## src/logic/oidsr_pkg.sv

```systemverilog
package oidsr_pkg;

    // clock rate in kHz keeps every product below 2**31
    localparam int CLK_KHZ = 200000;

    // debounce times in nanoseconds, as selected by the two select inputs
    localparam int DEB_TIME1_NS = 25000;
    localparam int DEB_TIME2_NS = 750000;
    localparam int DEB_TIME3_NS = 3000000;

    // one filter period is a third of the debounce time; counts round down
    localparam int TICK1_CYC = DEB_TIME1_NS / 3 * (CLK_KHZ / 1000) / 1000;
    localparam int TICK2_CYC = DEB_TIME2_NS / 3 * (CLK_KHZ / 1000) / 1000;
    localparam int TICK3_CYC = DEB_TIME3_NS / 3 * (CLK_KHZ / 1000) / 1000;
    localparam int TICK_W    = 18;

    // filter accepts after this many stable periods
    localparam int STABLE_PERIODS = 3;

    localparam int NUM_INPUTS  = 8;
    localparam int CRC_W       = 5;
    localparam int FRAME_LONG  = 16;
    localparam int FRAME_SHORT = 8;
    localparam int CNT_W       = 5;

    // x^5 + x^4 + x^2 + 1, low five coefficients
    localparam logic [4:0] CRC_POLY = 5'h15;
    localparam logic [4:0] CRC_INIT = 5'h1f;

    // filter-period lengths indexed by debounce select value
    localparam logic [TICK_W-1:0] TICK_SEL [4] = '{
        TICK_W'(1), TICK_W'(TICK1_CYC), TICK_W'(TICK2_CYC),
        TICK_W'(TICK3_CYC)};

    typedef struct packed {
        logic supplyLowFlag;
        logic overtempFlag;
        logic supplyWarningFlag;
    } oidsr_status_type;

    typedef struct packed {
        logic csN;
        logic sclk;
    } oidsr_link_type;

endpackage

```

## src/logic/oidsr_debounce.sv

```systemverilog
`timescale 1ns/1ps

module oidsr_debounce
(
    // clock and reset
    input  wire logic                                  clock,
    input  wire logic                                  srst,
    // control
    input  wire logic [1:0]                            debounceSelect,
    input  wire logic                                  periodTick,
    // data
    input  wire logic [oidsr_pkg::NUM_INPUTS-1:0]      rawInputs,
    output logic      [oidsr_pkg::NUM_INPUTS-1:0]      filtered
);

    genvar gi;
    generate
        for (gi = 0; gi < oidsr_pkg::NUM_INPUTS; gi++)
        begin : gChan
            logic       candidate_r;
            logic [1:0] stable_r;

            always_ff @(posedge clock)
            begin
                if (srst)
                begin
                    candidate_r <= 1'b0;
                    stable_r    <= 2'h0;
                    filtered[gi] <= 1'b0;
                end
                else if (debounceSelect == 2'h0)
                begin
                    // no filtering: straight through
                    candidate_r  <= rawInputs[gi];
                    stable_r     <= 2'h0;
                    filtered[gi] <= rawInputs[gi];
                end
                else if (periodTick)
                begin
                    if (rawInputs[gi] != candidate_r)
                    begin
                        // unstable change dropped, restart count
                        candidate_r <= rawInputs[gi];
                        stable_r    <= 2'h0;
                    end
                    else if (stable_r ==
                             2'(oidsr_pkg::STABLE_PERIODS - 1))
                        filtered[gi] <= candidate_r;
                    else
                        stable_r <= stable_r + 2'h1;
                end
            end
        end
    endgenerate

endmodule // oidsr_debounce

```

## src/logic/oidsr_top.sv

```systemverilog
// What this block does
// two select inputs pick debounce: none, 25us, 0.75ms or 3ms
// one shared debounce time applies to all eight inputs
// new level accepted after three stable periods of a third each
// changes not stable for three periods are discarded
// chip select falling captures filtered inputs and enables link
// frame select high: send only the eight input bits
// frame select low: send inputs, five-bit check code, three flags
// order: input 8 to 1, check bits, low, overtemp, warning
// mode 0 link: clock idles low, controller samples on rise
// first bit appears on chip select assertion, no clock needed
// later bits advance on falling clock edges, MSB first
// serial output held high while chip select is high
// controller ignores bits after input 1 in short frames
// chained parts share select and clock, outputs feed upstream
// check code polynomial x^5 + x^4 + x^2 + 1
// low-supply flag is 0 when low and raises fault
// overtemp flag is 1 when hot and raises fault
// warning flag only in frame, never raises fault
// check code covers eleven latched bits of the same frame
// select zero passes synchronised inputs unfiltered
`timescale 1ns/1ps

module oidsr_top
(
    // clock and reset
    input  wire logic                              clock,
    input  wire logic                              srst,
    // field side
    input  wire logic [oidsr_pkg::NUM_INPUTS-1:0]  fieldInputs,
    input  wire logic                              debounce_select_low_bit,
    input  wire logic                              debounce_select_high_bit,
    input  wire logic                              frame_length_select,
    input  wire logic                              chain_serial_in,
    // monitors, active when the condition holds
    input  wire logic                              supplyLowAlarm,
    input  wire logic                              supplyWarnAlarm,
    input  wire logic                              overtempAlarm,
    // serial link
    input  wire logic                              chipSelectN,
    input  wire logic                              serialClock,
    output logic                                   serialOut,
    // status
    output logic                                   fault
);

    localparam int NI = oidsr_pkg::NUM_INPUTS;

    // two-stage synchronisers for everything from outside
    logic [NI+8:0] sync1_r;
    logic [NI+8:0] sync2_r;

    // select rests high in reset, else a false select edge follows release
    localparam logic [NI+8:0] SYNC_IDLE = {{(NI+6){1'b0}}, 3'h4};

    always_ff @(posedge clock)
    begin
        if (srst)
        begin
            sync1_r <= SYNC_IDLE;
            sync2_r <= SYNC_IDLE;
        end
        else
        begin
            sync1_r <= {fieldInputs, debounce_select_high_bit,
                        debounce_select_low_bit, frame_length_select,
                        supplyLowAlarm, supplyWarnAlarm, overtempAlarm,
                        chipSelectN, serialClock, chain_serial_in};
            sync2_r <= sync1_r;
        end
    end

    logic [NI-1:0]              inSync;
    logic [1:0]                 debSel;
    logic                       shortFrame;
    oidsr_pkg::oidsr_status_type alarmSync;
    oidsr_pkg::oidsr_link_type   link;

    assign inSync     = sync2_r[NI+8:9];
    // binary value: low-bit pin is the high bit of the select code
    assign debSel     = {sync2_r[7], sync2_r[8]};
    assign shortFrame = sync2_r[6];
    assign link       = '{csN: sync2_r[2], sclk: sync2_r[1]};

    // supply flags read 0 while their condition holds, overtemp reads 1
    always_comb
    begin
        alarmSync.supplyLowFlag     = ~sync2_r[5];
        alarmSync.overtempFlag      = sync2_r[3];
        alarmSync.supplyWarningFlag = ~sync2_r[4];
    end

    // shared filter-period timer for all channels
    logic [oidsr_pkg::TICK_W-1:0] tickCnt_r;
    logic                         periodTick;

    // restart the period timer on a new selection so it takes effect at once
    logic [1:0] debSelPrev_r;

    always_ff @(posedge clock)
    begin
        if (srst)
            debSelPrev_r <= 2'h0;
        else
            debSelPrev_r <= debSel;
    end

    assign periodTick = (tickCnt_r == '0);

    always_ff @(posedge clock)
    begin
        if (srst)
            tickCnt_r <= '0;
        else if (periodTick || (debSel != debSelPrev_r))
            tickCnt_r <= oidsr_pkg::TICK_SEL[debSel] -
                         oidsr_pkg::TICK_W'(1);
        else
            tickCnt_r <= tickCnt_r - oidsr_pkg::TICK_W'(1);
    end

    logic [NI-1:0] filtered;

    oidsr_debounce uFilter
    (
        .clock          (clock),
        .srst           (srst),
        .debounceSelect (debSel),
        .periodTick     (periodTick),
        .rawInputs      (inSync),
        .filtered       (filtered)
    );

    // crc over 11 bits, msb first
    function automatic logic [4:0] crcCalc(input logic [10:0] data);
        logic [4:0] crc;
        logic       fb;
        crc = oidsr_pkg::CRC_INIT;
        for (int i = 10; i >= 0; i--)
        begin
            fb  = crc[4] ^ data[i];
            crc = {crc[3:0], 1'b0} ^ (fb ? oidsr_pkg::CRC_POLY : 5'h00);
        end
        return crc;
    endfunction

    // link edge detection on synchronised copies
    logic csPrev_r;
    logic sclkPrev_r;
    logic csFall;
    logic sclkFall;

    always_ff @(posedge clock)
    begin
        if (srst)
        begin
            csPrev_r   <= 1'b1;
            sclkPrev_r <= 1'b0;
        end
        else
        begin
            csPrev_r   <= link.csN;
            sclkPrev_r <= link.sclk;
        end
    end

    // falling edge between the last two synchronised samples
    function automatic logic fellNow(input logic prev, input logic cur);
        return prev & ~cur;
    endfunction

    assign csFall   = fellNow(csPrev_r, link.csN);
    // mode 0: clock idles low, data moves on falling edges
    assign sclkFall = fellNow(sclkPrev_r, link.sclk) & ~link.csN;

    // frame shift register
    logic [oidsr_pkg::FRAME_LONG-1:0] shift_r;
    logic [oidsr_pkg::FRAME_LONG-1:0] frameNxt;
    logic [10:0]                      crcData;

    always_comb
    begin
        // inputs 8..1 then flags low, overtemp, warning
        crcData  = {filtered, alarmSync.supplyLowFlag,
                    alarmSync.overtempFlag,
                    alarmSync.supplyWarningFlag};
        frameNxt = {filtered, crcCalc(crcData),
                    alarmSync.supplyLowFlag, alarmSync.overtempFlag,
                    alarmSync.supplyWarningFlag};
        if (shortFrame)
            frameNxt = {filtered, 8'hff};
    end

    always_ff @(posedge clock)
    begin
        if (srst)
            shift_r <= '1;
        else if (csFall)
            shift_r <= frameNxt;
        else if (sclkFall)
            // chain data fills from below for daisy chaining
            shift_r <= {shift_r[oidsr_pkg::FRAME_LONG-2:0],
                        sync2_r[0]};
    end

    // output register: msb as soon as select falls, high when idle
    always_ff @(posedge clock)
    begin
        if (srst)
            serialOut <= 1'b1;
        else if (link.csN)
            serialOut <= 1'b1;
        else if (csFall)
            serialOut <= frameNxt[oidsr_pkg::FRAME_LONG-1];
        else if (sclkFall)
            serialOut <= shift_r[oidsr_pkg::FRAME_LONG-2];
    end

    logic faultNxt;

    // warning never feeds the fault pin
    assign faultNxt = ~alarmSync.supplyLowFlag | alarmSync.overtempFlag;

    always_ff @(posedge clock)
    begin
        if (srst)
            fault <= 1'b0;
        else
            fault <= faultNxt;
    end

endmodule // oidsr_top

```

## config.mk

```make
export PLATFORM = sky130hd
export DESIGN_NAME = oidsr_top
export DESIGN_NICKNAME = d
export VERILOG_FILES = /design/src/logic/oidsr_pkg.sv /design/src/logic/oidsr_debounce.sv /design/src/logic/oidsr_top.sv
export SDC_FILE = /design/constraint.sdc
export NUM_CORES = 1
export LEC_CHECK = 0
export ABC_CLOCK_PERIOD_IN_PS = 3000
export BUFFER_PORTS_ARGS = -buffer_cell sky130_fd_sc_hd__buf_2
export CAP_MARGIN = 0
export CORE_UTILIZATION = 40
export CTS_CLUSTER_SIZE = 8
export DETAILED_ROUTE_END_ITERATION = 16
export PLACE_DENSITY = 0.58
export REMOVE_ABC_BUFFERS = 1
export SYNTH_ARGS = -nofsm -noshare
export SYNTH_HDL_FRONTEND = slang
export SYNTH_HIERARCHICAL = 1
export SYNTH_SLANG_ARGS = --single-unit
```

## constraint.sdc

```tcl
create_clock -name clock -period 3 [get_ports clock]
set_input_delay 0 -clock clock [delete_from_list [all_inputs] [get_ports clock]]
set_output_delay 0 -clock clock [all_outputs]
set_load 0.1 [all_outputs]
```

==> run metrics, run 1 <==
nets=612; Post-synth top flop=dfxtp_1; initial DRC count=210; crit path cell chain=or4_4 -> or3_4 -> o21ai_4 -> mux2i_2 -> ha_2 -> inv_2 -> or3_1 -> xnor2_1 -> nor2_1 -> a211oi_2; hold crit path type=primary input to flip-flop; Post-DP HPWL=7.07 mm; Die H=113 µm; most frequent cells in the layout=105 x dfxtp_1, 42 x nor2b_1, 42 x nand2_1; CP Max Fanout=5; number of synthesized flops with an enable pin=0; CP Class=flip-flop to flip-flop; mean post-synth cell area=9.12 µm²; leading area contributor after synthesis=dfxtp_1; Peak VDD IR=0.622 mV; LEAKAGE=2.17 nW; drt pass-1 iters=4; worst-case clock buffer depth=2; Skew-Pair Late Insertion Delay=0.35 ns; Final ANT Viol Nets=0; Crit path largest cell delay=0.58 ns; number of port buffers=20; vias in the first global route=3,830; CTS tree=built; grt met3 use=5.45%; status=completed; Tightest Pin Transition=between 0.8 and 0.9 ns; dominant cells by area after synthesis=dfxtp_1 43%, nor2b_1 5.4%, xnor2_1 4.5%; crit end category=flip-flop; period utilisation layout=96.5%; grt total ovfl=0; die area=0.0127 mm²; Hold Slack=0.176 ns; worst path bufs/invs=1; register bit count reported by yosys=105; Clk pin slew, worst setup/hold paths=0.07 ns; core area=0.0120 mm²; final instance area=roughly 0.0057 mm²; ys async rst share=0%; PD cells=777 mW/mm²; Post-route DRC=0; CP required=around 3.2 ns; Max-Cap Viols=0; Worst Path Arrival=3.14 ns; Wirelength per Cell=14.6 µm; register area=0.00210 mm²; Slew HR=about two fifths; share of layout cells above drive strength 1=14.9%; Placed Area=0.00519 mm²; largest net degree at the start of global routing=38; commonest non-fill, non-tap cell in the layout=dfxtp_1; Yosys top cell area share=42.9%; Slew Limit Fails=0; initial antenna violation count=0; Final min period=2.90 ns; CTS Buf Count=9; Mapped Area=0.00490 mm²; via count=3,980; slowest CP cell=or4_4; gr busiest metal=met2; Setup crit start kind=flip-flop; Cells after Synth=537; IO Pins=21; Vias/cell=5.44; # rows=40; Ys Warns=6; Initial Util=41.0%; final setup violation count=0; H-tree levels=3; met2 Use GR=29.1%; Seq/Total Area, Yosys=42.9%; Clock Skews=about 0.0042 ns; CTS Root Cell=clkbuf_16; Area growth syn-to-layout=17.1%; CP delay by family, top=simple AND/OR/NAND/NOR gates; unique cell type count in the Yosys netlist=57; fillers=approximately 1,100; multi-input logic area=roughly 0.0026 mm²; final hold viol count=0; Total Neg Setup Slack=0 ns; clock sink count=about 110; chip width=113 µm; first-pass GRT wire length=about 18 mm; diode count=0; GR Util met1=22.8%; WL final=10.7 mm; GPL Wtd Cong=0.832; gr usage total=17.9%; f_max=345 MHz
## worst register-to-register path, cell delays in order (launching register included)
cell	delay, ns
dfxtp_1	0.35
or4_4	0.58
or3_4	0.40
o21ai_4	0.22
mux2i_2	0.29
ha_2	0.24
inv_2	0.06
or3_1	0.33
xnor2_1	0.13
nor2_1	0.13
a211oi_2	0.05
## flip-flops by register name, summed over array words and instances, names as in the netlist, 2 cells and up
signal and flops:
debSelPrev_r 2, shift_r 15, sync1_r 17, sync2_r 17, tickCnt_r 18, uFilter/filtered 8
uFilter/gChan.candidate_r 8, uFilter/gChan.stable_r 16
## cell type report
class | count | share of cell area (%)
Tap cell | 147 | 3.21
Clock buffer | 9 | 3.92
Multi-Input combinational cell | 381 | 45.3
Timing Repair Buffer | 64 | 8.24
Clock inverter | 7 | 1.46
Sequential cell | 105 | 36.6
Inverter | 19 | 1.24
## metal layers
| layer | wire, µm | up-vias |
|---|---|---|
| met5 | 0 | - |
| met4 | 85 | 0 |
| met3 | 307 | 6 |
| met2 | 5080 | 59 |
| met1 | 5210 | 1939 |
| li1 | - | 1976 |
## metrics by stage
step / worst slack (ns) / instances / power [W] / utilization [%]
2_1_floorplan: -0.676 / 505 / 0.00271 / -
3_3_place_gp: 0.0820 / 693 / 0.00310 / 43.4
3_5_place_dp: -0.0275 / 693 / 0.00315 / 43.4
4_1_cts: 0.0201 / 731 / 0.00444 / 47.7
5_1_grt: -0.0276 / 732 / 0.00474 / 48.0
6_report: 0.104 / 732 / 0.00446 / 48.0
## cell families (layout without fill, tap and decap cells)
| group | Yosys count | after routing | share of synthesized area, % |
|---|---|---|---|
| DFF | 105 | 105 | 42.9 |
| and+or+nand+nor | 201 | 201 | 21.6 |
| muxes | 9 | 9 | 1.97 |
| adders and majority gates | 13 | 13 | 3.32 |
| xor gates and xnor gates | 38 | 38 | 8.22 |
| buffers and inverters | 51 | 99 | 4.67 |
| AOI/OAI and AO/OA | 120 | 120 | 17.3 |
## what timing repair did
item / 4_1_cts / 5_1_grt
setup endpoints to repair: 1 / 6
hold endpoints to repair: 17 / 0
buffers inserted: 5 / 1
gates resized for setup: 1 / 5
pin swaps: 3 / 3
gates cloned: 0 / 0
hold buffers: 17 / 0
## worst paths after layout
path,start,end,slack (ns),cells after the start
setup / recovery,tickCnt_r[3]$_SDFF_PP0_,tickCnt_r[4]$_SDFF_PP0_,0.10,10
hold / removal,srst,sync2_r[13]$_SDFF_PP0_,0.18,2
setup reg to reg,tickCnt_r[3]$_SDFF_PP0_,tickCnt_r[4]$_SDFF_PP0_,0.10,10
hold reg to reg,sync1_r[2]$_SDFF_PP1_,sync2_r[2]$_SDFF_PP1_,0.41,1
## power by group
part	switching [W]	internal, W	leakage (nW)
clock network	0.000555	0.000665	0.154
registers	0.000135	0.00154	0.861
logic	0.000829	0.000731	1.15
## synthesized netlist by cell type, types with 5 or more instances
library cell    n
a211o_1        13
a211oi_1        8
a21oi_1        35
a311oi_1       10
and3_1          5
buf_2           5
clkbuf_1       19
dfxtp_1       105
ha_1           13
inv_1          19
mux2i_1         7
nand2_1        42
nand2b_1       10
nand3_1         6
nor2_1         37
nor2b_1        42
nor3_1         20
nor4_1         16
o211ai_1        7
o21ai_0        17
or3_1           7
xnor2_1        25
xor2_1          8
Note: power is estimated with default switching activity, not from simulation.
==> run 2: changes to the inputs <==
--- a/config.mk
+++ b/config.mk
@@ -5,14 +5,16 @@
 export SDC_FILE = /design/constraint.sdc
 export NUM_CORES = 1
 export LEC_CHECK = 0
+export ABC_AREA = 1
 export ABC_CLOCK_PERIOD_IN_PS = 3000
-export BUFFER_PORTS_ARGS = -buffer_cell sky130_fd_sc_hd__buf_2
+export BUFFER_PORTS_ARGS = -buffer_cell sky130_fd_sc_hd__buf_4
 export CAP_MARGIN = 0
 export CORE_UTILIZATION = 40
 export CTS_CLUSTER_SIZE = 8
 export DETAILED_ROUTE_END_ITERATION = 16
 export PLACE_DENSITY = 0.58
 export REMOVE_ABC_BUFFERS = 1
+export SETUP_SLACK_MARGIN = 0.5
 export SYNTH_ARGS = -nofsm -noshare
 export SYNTH_HDL_FRONTEND = slang
 export SYNTH_HIERARCHICAL = 1
==> run metrics, run 2 <==
Yosys top cell area share=39.2% (was 42.9%); # rows=41 (was 40); CP delay by family, top=simple AND/OR/NAND/NOR gates (unchanged); LEAKAGE=2.88 nW (was 2.17 nW); Setup crit start kind=flip-flop (unchanged); Clock Skews=0.00465 ns (was 0.00416 ns); Placement Setup Slack=0.489 ns (was -0.0275 ns); number of flip-flops in the largest register=18 (unchanged); Vias/cell=4.64 (was 5.44); crit end category=flip-flop (unchanged); total power=0.00489 W (was 0.00446 W); WL final=10.6 mm (was 10.7 mm); Worst Path Arrival=2.57 ns (was 3.14 ns); diode count=0 (unchanged); final setup violation count=0 (unchanged); period utilisation layout=77.5% (was 96.5%); Peak VDD IR=0.339 mV (was 0.622 mV); Final ANT Viol Nets=0 (unchanged); vias in the first global route=4,227 (was 3,830); Tightest Pin Transition=0.630 ns (was 0.876 ns); Mapped Area=0.00537 mm² (was 0.00490 mm²); first-pass GRT wire length=18.5 mm (was 18.1 mm); fillers=1,282 (was 1,112); Cells after Synth=776 (was 537); Clk pin slew, worst setup/hold paths=0.07 ns (about the same); initial DRC count=225 (was 210); most frequent cells in the layout=179 x nand2_1, 130 x inv_1, 103 x dfxtp_1 (was 105 x dfxtp_1, 42 x nor2b_1, 42 x nand2_1); commonest non-fill, non-tap cell in the layout=nand2_1 (was dfxtp_1); Max-Cap Viols=0 (unchanged); via count=4,580 (was 3,980); leading area contributor after synthesis=dfxtp_1 (unchanged); dominant cells by area after synthesis=dfxtp_1 39%, nand2_1 13%, inv_1 9.1% (was dfxtp_1 43%, nor2b_1 5.4%, xnor2_1 4.5%); nets=843 (was 612); Wirelength per Cell=10.7 µm (was 14.6 µm); Post-route DRC=0 (unchanged); H-tree levels=3 (unchanged); CP required=3.24 ns (about the same); IO Pins=21 (unchanged); ys async rst share=0% (unchanged); register bit count reported by yosys=105 (unchanged); die area=0.0139 mm² (was 0.0127 mm²); clock sink count=105 (unchanged); Area growth syn-to-layout=14.1% (was 17.1%); RSZ-0062 raised after global routing=false; most frequent cell after synthesis=nand2_1 (was dfxtp_1); worst path bufs/invs=2 (was 1); dpl cells=950 (was 693); Final min period=2.33 ns (was 2.90 ns); Hold Slack=0.124 ns (was 0.176 ns); chip width=118 µm (was 113 µm); Slew Limit Fails=0 (unchanged); GPL Wtd Cong=0.775 (was 0.832); Largest Register=tickCnt_r (unchanged); initial antenna violation count=0 (unchanged); Regs by FF count=tickCnt_r x18, sync1_r x17, sync2_r x17 (unchanged); core area=0.0129 mm² (was 0.0120 mm²); hold crit path type=primary input to flip-flop (unchanged); grt total ovfl=0 (unchanged); share of layout cells above drive strength 1=12.7% (was 14.9%); number of synthesized flops with an enable pin=0 (unchanged); Ys Warns=6 (unchanged); Initial Util=41.7% (was 41.0%); Slew HR=58.0% (was 41.5%); Post-DP HPWL=7.57 mm (was 7.07 mm); Total Neg Setup Slack=0 ns (unchanged); setup ws final=0.675 ns (was 0.104 ns); CTS tree=built (unchanged); CTS Root Cell=clkbuf_16 (unchanged); slowest CP cell=dfxtp_1 (was or4_4); CP Max Fanout=9 (was 5); drt pass-1 iters=5 (was 4); Post-synth top cells=179 x nand2_1, 130 x inv_1, 105 x dfxtp_1 (was 105 x dfxtp_1, 42 x nand2_1, 42 x nor2b_1); Finished Layout Cells=988 (was 732); Crit path largest cell delay=0.31 ns (was 0.58 ns); gr usage total=16.1% (was 17.9%); CP Class=flip-flop to flip-flop (unchanged); Critical Path Most Common Cell=nand2_1; mean post-synth cell area=6.92 µm² (was 9.12 µm²); crit path cell chain=inv_1 -> nand2_1 -> nor4_4 -> nand3_4 -> nand2_8 -> nand2_2 -> o21ai_2 -> ha_2 -> inv_1 -> nor2_1 -> nand2_2 -> nor2_4 -> nand2_1 -> nor2_2 -> nand2_1 -> nand2_1 -> nor2_1 (was or4_4 -> or3_4 -> o21ai_4 -> mux2i_2 -> ha_2 -> inv_2 -> or3_1 -> xnor2_1 -> nor2_1 -> a211oi_2); worst-case clock buffer depth=2 (unchanged); PD cells=799 mW/mm² (was 777 mW/mm²); Skew-Pair Late Insertion Delay=0.35 ns (about the same); status=completed (unchanged); number of port buffers=20 (unchanged); largest net degree at the start of global routing=50 (was 38); final hold viol count=0 (unchanged); unique cell type count in the Yosys netlist=42 (was 57); CTS Buf Count=9 (unchanged); Die H=118 µm (was 113 µm); Post-synth top flop=dfxtp_1 (unchanged); Seq/Total Area, Yosys=39.2% (was 42.9%); f_max=430 MHz (was 345 MHz)
run 2: worst register-to-register path, stage by stage, from the launching register on:
cell and delay [ns]:
dfxtp_1 0.31, inv_1 0.07, nand2_1 0.09, nor4_4 0.29, nand3_4 0.16, nand2_8 0.14
nand2_2 0.06, o21ai_2 0.11, ha_2 0.23, inv_1 0.06, nor2_1 0.12, nand2_2 0.09
nor2_4 0.13, nand2_1 0.10, nor2_2 0.13, nand2_1 0.05, nand2_1 0.05, nor2_1 0.05
run 2: logic make-up after synthesis:
family          after synthesis  synth area share [%]
simple gates                407                  35.0
buf+inv                     161                  12.5
flops                       105                  39.2
compound gates               82                  9.00
fa+ha+maj                    13                  3.03
xor+xnor                      8                  1.31
run 2: layout make-up:
cell class,count,area (µm²),share of cell area [%]
sequential,105,2110,34.4
tap,172,215,3.51
inverter,140,531,8.66
clock buffer,11,233,3.80
multi-input combinational,511,2630,43.0
timing repair buffer,44,373,6.09
clock inverter,5,31.3,0.511
run 2: metrics by stage:
stage	area [µm²]	util, %
after floorplan	5230	-
after global placement	5620	43.6
after detailed placement	5620	43.6
after CTS	6050	47.0
after global routing	6120	47.6
final	6120	47.6
run 2: path summary, 6_finish.rpt:
kind	from	end	slack, ns	depth (start not counted)
max	tickCnt_r[14]$_SDFF_PP0_	tickCnt_r[16]$_SDFF_PP0_	0.67	17
min reg2reg	sync1_r[8]$_SDFF_PP0_	sync2_r[8]$_SDFF_PP0_	0.40	2
min	srst	sync2_r[1]$_SDFF_PP0_	0.12	2
max reg2reg	tickCnt_r[14]$_SDFF_PP0_	tickCnt_r[16]$_SDFF_PP0_	0.67	17
run 2: power breakdown:
group	switching (W)	total (W)	internal, W
clock network	0.000510	0.00107	0.000562
logic	0.00137	0.00215	0.000778
registers	0.0000979	0.00168	0.00158
total	0.00198	0.00489	0.00292
run 2: per-layer routing:
metal	GRT usage, %	vias up	wire length (µm)
met1	20.3	2043	5180
met4	7.69	0	234
met2	26.8	56	4910
met5	0	-	0
li1	-	2468	-
met3	2.62	13	276
run 2: repair_timing:
item	in CTS	in global routing
cloned	0	1
endpoints found under the setup margin	2	6
pin swaps	0	5
hold endpoints to repair	17	0
hold buffers	17	0
resized for setup	2	7
setup buffers	0	4
==> run 3: changes to the inputs <==
--- a/config.mk
+++ b/config.mk
@@ -6,7 +6,7 @@
 export NUM_CORES = 1
 export LEC_CHECK = 0
 export ABC_AREA = 1
-export ABC_CLOCK_PERIOD_IN_PS = 3000
+export ABC_CLOCK_PERIOD_IN_PS = 1940
 export BUFFER_PORTS_ARGS = -buffer_cell sky130_fd_sc_hd__buf_4
 export CAP_MARGIN = 0
 export CORE_UTILIZATION = 40
==> constraint.sdc (replaced) <==
create_clock -name clock -period 1.94 [get_ports clock]
set_input_delay 0 -clock clock [delete_from_list [all_inputs] [get_ports clock]]
set_output_delay 0 -clock clock [all_outputs]
set_load 0.1 [all_outputs]
==> run metrics, run 3 (synthesis results as in run 2) <==
Critical Path Most Common Cell=nand2_2 (was nand2_1); first-pass GRT wire length=20.6 mm (was 18.5 mm); Wirelength per Cell=12.2 µm (was 10.7 µm); Final ANT Viol Nets=0 (unchanged); share of layout cells above drive strength 1=30.6% (was 12.7%); slowest CP cell=dfxtp_2 (was dfxtp_1); number of port buffers=20 (unchanged); Tightest Pin Transition=0.520 ns (was 0.630 ns); CP required=2.18 ns (was 3.24 ns); gr usage total=18.2% (was 16.1%); most frequent cells in the layout=153 x nand2_1, 117 x inv_1, 100 x dfxtp_1 (was 179 x nand2_1, 130 x inv_1, 103 x dfxtp_1); clock sink count=105 (unchanged); Clk pin slew, worst setup/hold paths=0.07 ns (about the same); Peak VDD IR=0.898 mV (was 0.339 mV); Vias/cell=4.70 (was 4.64); CP Class=flip-flop to flip-flop (unchanged); Initial Util=41.7% (unchanged); H-tree levels=3 (unchanged); grt total ovfl=0 (unchanged); fillers=1,159 (was 1,282); LEAKAGE=3.43 nW (was 2.88 nW); CP delay by family, top=simple AND/OR/NAND/NOR gates (unchanged); Regs by FF count=tickCnt_r x18, sync1_r x17, sync2_r x17 (unchanged); Post-route DRC=0 (unchanged); drt pass-1 iters=4 (was 5); crit end category=flip-flop (unchanged); Worst Path Arrival=2.41 ns (was 2.57 ns); Clock Skews=0.00773 ns (was 0.00465 ns); GPL Wtd Cong=0.844 (was 0.775); hold crit path type=primary input to flip-flop (unchanged); status=complete, but fails checks (was completed); GR Util met1=21.5% (was 20.3%); gr busiest metal=met2 (unchanged); chip width=118 µm (unchanged); CP Max Fanout=4 (was 9); f_max=461 MHz (was 430 MHz); # rows=41 (unchanged); initial antenna violation count=0 (unchanged); crit path cell chain=inv_2 -> nand2_2 -> nor4_4 -> nand3_2 -> buf_4 -> nand3_2 -> nand2_2 -> inv_2 -> ha_4 -> inv_4 -> nor2_2 -> nand2_2 -> nor2_4 -> nand2_2 -> nor2_2 -> nand2_1 -> nand2_1 -> nor2_1 (was inv_1 -> nand2_1 -> nor4_4 -> nand3_4 -> nand2_8 -> nand2_2 -> o21ai_2 -> ha_2 -> inv_1 -> nor2_1 -> nand2_2 -> nor2_4 -> nand2_1 -> nor2_2 -> nand2_1 -> nand2_1 -> nor2_1); Skew-Pair Late Insertion Delay=0.35 ns (about the same); core area=0.0129 mm² (unchanged); worst-case clock buffer depth=2 (unchanged); Crit path largest cell delay=0.32 ns (was 0.31 ns); final hold viol count=0 (unchanged); CTS tree=built (unchanged); final setup violation count=48 (was 0); Max-Cap Viols=0 (unchanged); IO Pins=21 (unchanged); Placement Setup Slack=-0.130 ns (was 0.489 ns); total power=0.00966 W (was 0.00489 W); setup ws final=-0.229 ns (was 0.675 ns); Largest Register=tickCnt_r (unchanged); vias in the first global route=4,668 (was 4,227); Total Neg Setup Slack=-5.66 ns (was 0 ns); violated checks=setup timing; Post-DP HPWL=8.18 mm (was 7.57 mm); Hold Slack=0.387 ns (was 0.124 ns); met2 Use GR=31.6% (was 26.8%); worst path bufs/invs=4 (was 2); initial DRC count=252 (was 225); Slew HR=65.3% (was 58.0%); PD cells=1300 mW/mm² (was 799 mW/mm²); die area=0.0139 mm² (unchanged); number of flip-flops in the largest register=18 (unchanged); Slew Limit Fails=0 (unchanged); commonest non-fill, non-tap cell in the layout=nand2_1 (unchanged); Area growth syn-to-layout=38.0% (was 14.1%); via count=5,014 (was 4,580); diode count=0 (unchanged); grt met3 use=4.51% (was 2.62%); CTS Root Cell=clkbuf_16 (unchanged); nets=921 (was 843); period utilisation layout=112% (was 77.5%); largest net degree at the start of global routing=29 (was 50); Die H=118 µm (unchanged); CTS Buf Count=9 (unchanged); Setup crit start kind=flip-flop (unchanged); WL final=13.0 mm (was 10.6 mm); FF-to-FF setup slack=-0.23 ns (was 0.67 ns); Final min period=2.17 ns (was 2.33 ns); RSZ-0062 raised after global routing=true (was false)
[run 3: cell count changes in the layout (fill, tap and decap cells not counted), sizes merged]
| cell | change |
|---|---|
| buf | +71 |
| bufbuf | +3 |
| clkbuf | -2 |
| clkinv | +2 |
| dlygate4sd3 | +3 |
| nand2 | -1 |
| nor2 | +2 |
[run 3: worst paths after layout]
check | start | end | depth (start not counted)
worst min register to register | sync1_r[13]$_SDFF_PP0_ | sync2_r[13]$_SDFF_PP0_ | 2
worst max-delay path | tickCnt_r[14]$_SDFF_PP0_ | tickCnt_r[12]$_SDFF_PP0_ | 18
worst max register to register | tickCnt_r[14]$_SDFF_PP0_ | tickCnt_r[12]$_SDFF_PP0_ | 18
worst min-delay path | fieldInputs[7] | sync1_r[16]$_SDFF_PP0_ | 4
[run 3: cell type report]
type / instances / area, µm² / area share (%)
inverters: 140 / 544 / 7.35
well taps: 172 / 215 / 2.90
clock buffers: 9 / 225 / 3.04
multi-input cells: 512 / 3150 / 42.5
clock inverters: 7 / 45.0 / 0.608
repair buffers: 121 / 1110 / 15.0
flip-flops and latches: 105 / 2120 / 28.6
[run 3: stage by stage]
stage | instances | util [%] | cell area (µm²)
CTS | 1047 | 53.7 | 6910
global route | 1066 | 57.5 | 7410
global placement | 997 | 46.4 | 5980
finish | 1066 | 57.5 | 7410
floorplan | 755 | - | 5230
detailed placement | 997 | 46.4 | 5980
[run 3: per-layer routing]
| metal | up-vias | part of all wire (%) |
|---|---|---|
| li1 | 2629 | - |
| met2 | 79 | 51 |
| met4 | 0 | 1.1 |
| met1 | 2295 | 44 |
| met5 | - | 0 |
| met3 | 11 | 3.3 |
[run 3: report_power, final]
part	internal, W	switching, W
sequential	0.00244	0.000157
combinational	0.00250	0.00287
clock	0.000868	0.000825
total	0.00581	0.00385
[run 3: repair_timing]
item / 4_1_cts / 5_1_grt
pin swaps: 24 / 55
cloned: 5 / 0
endpoints found under the setup margin: 63 / 65
hold endpoints to repair: 19 / 0
resized for setup: 78 / 85
buffers inserted: 9 / 19
hold buffers: 20 / 0
[run 3: worst register-to-register path, delay by kind of cell, from the launching register on]
kind	cells	cell delay, ns
simple gates	13	1.28
fa+ha+maj	1	0.13
buf+inv	4	0.34
flops	1	0.32
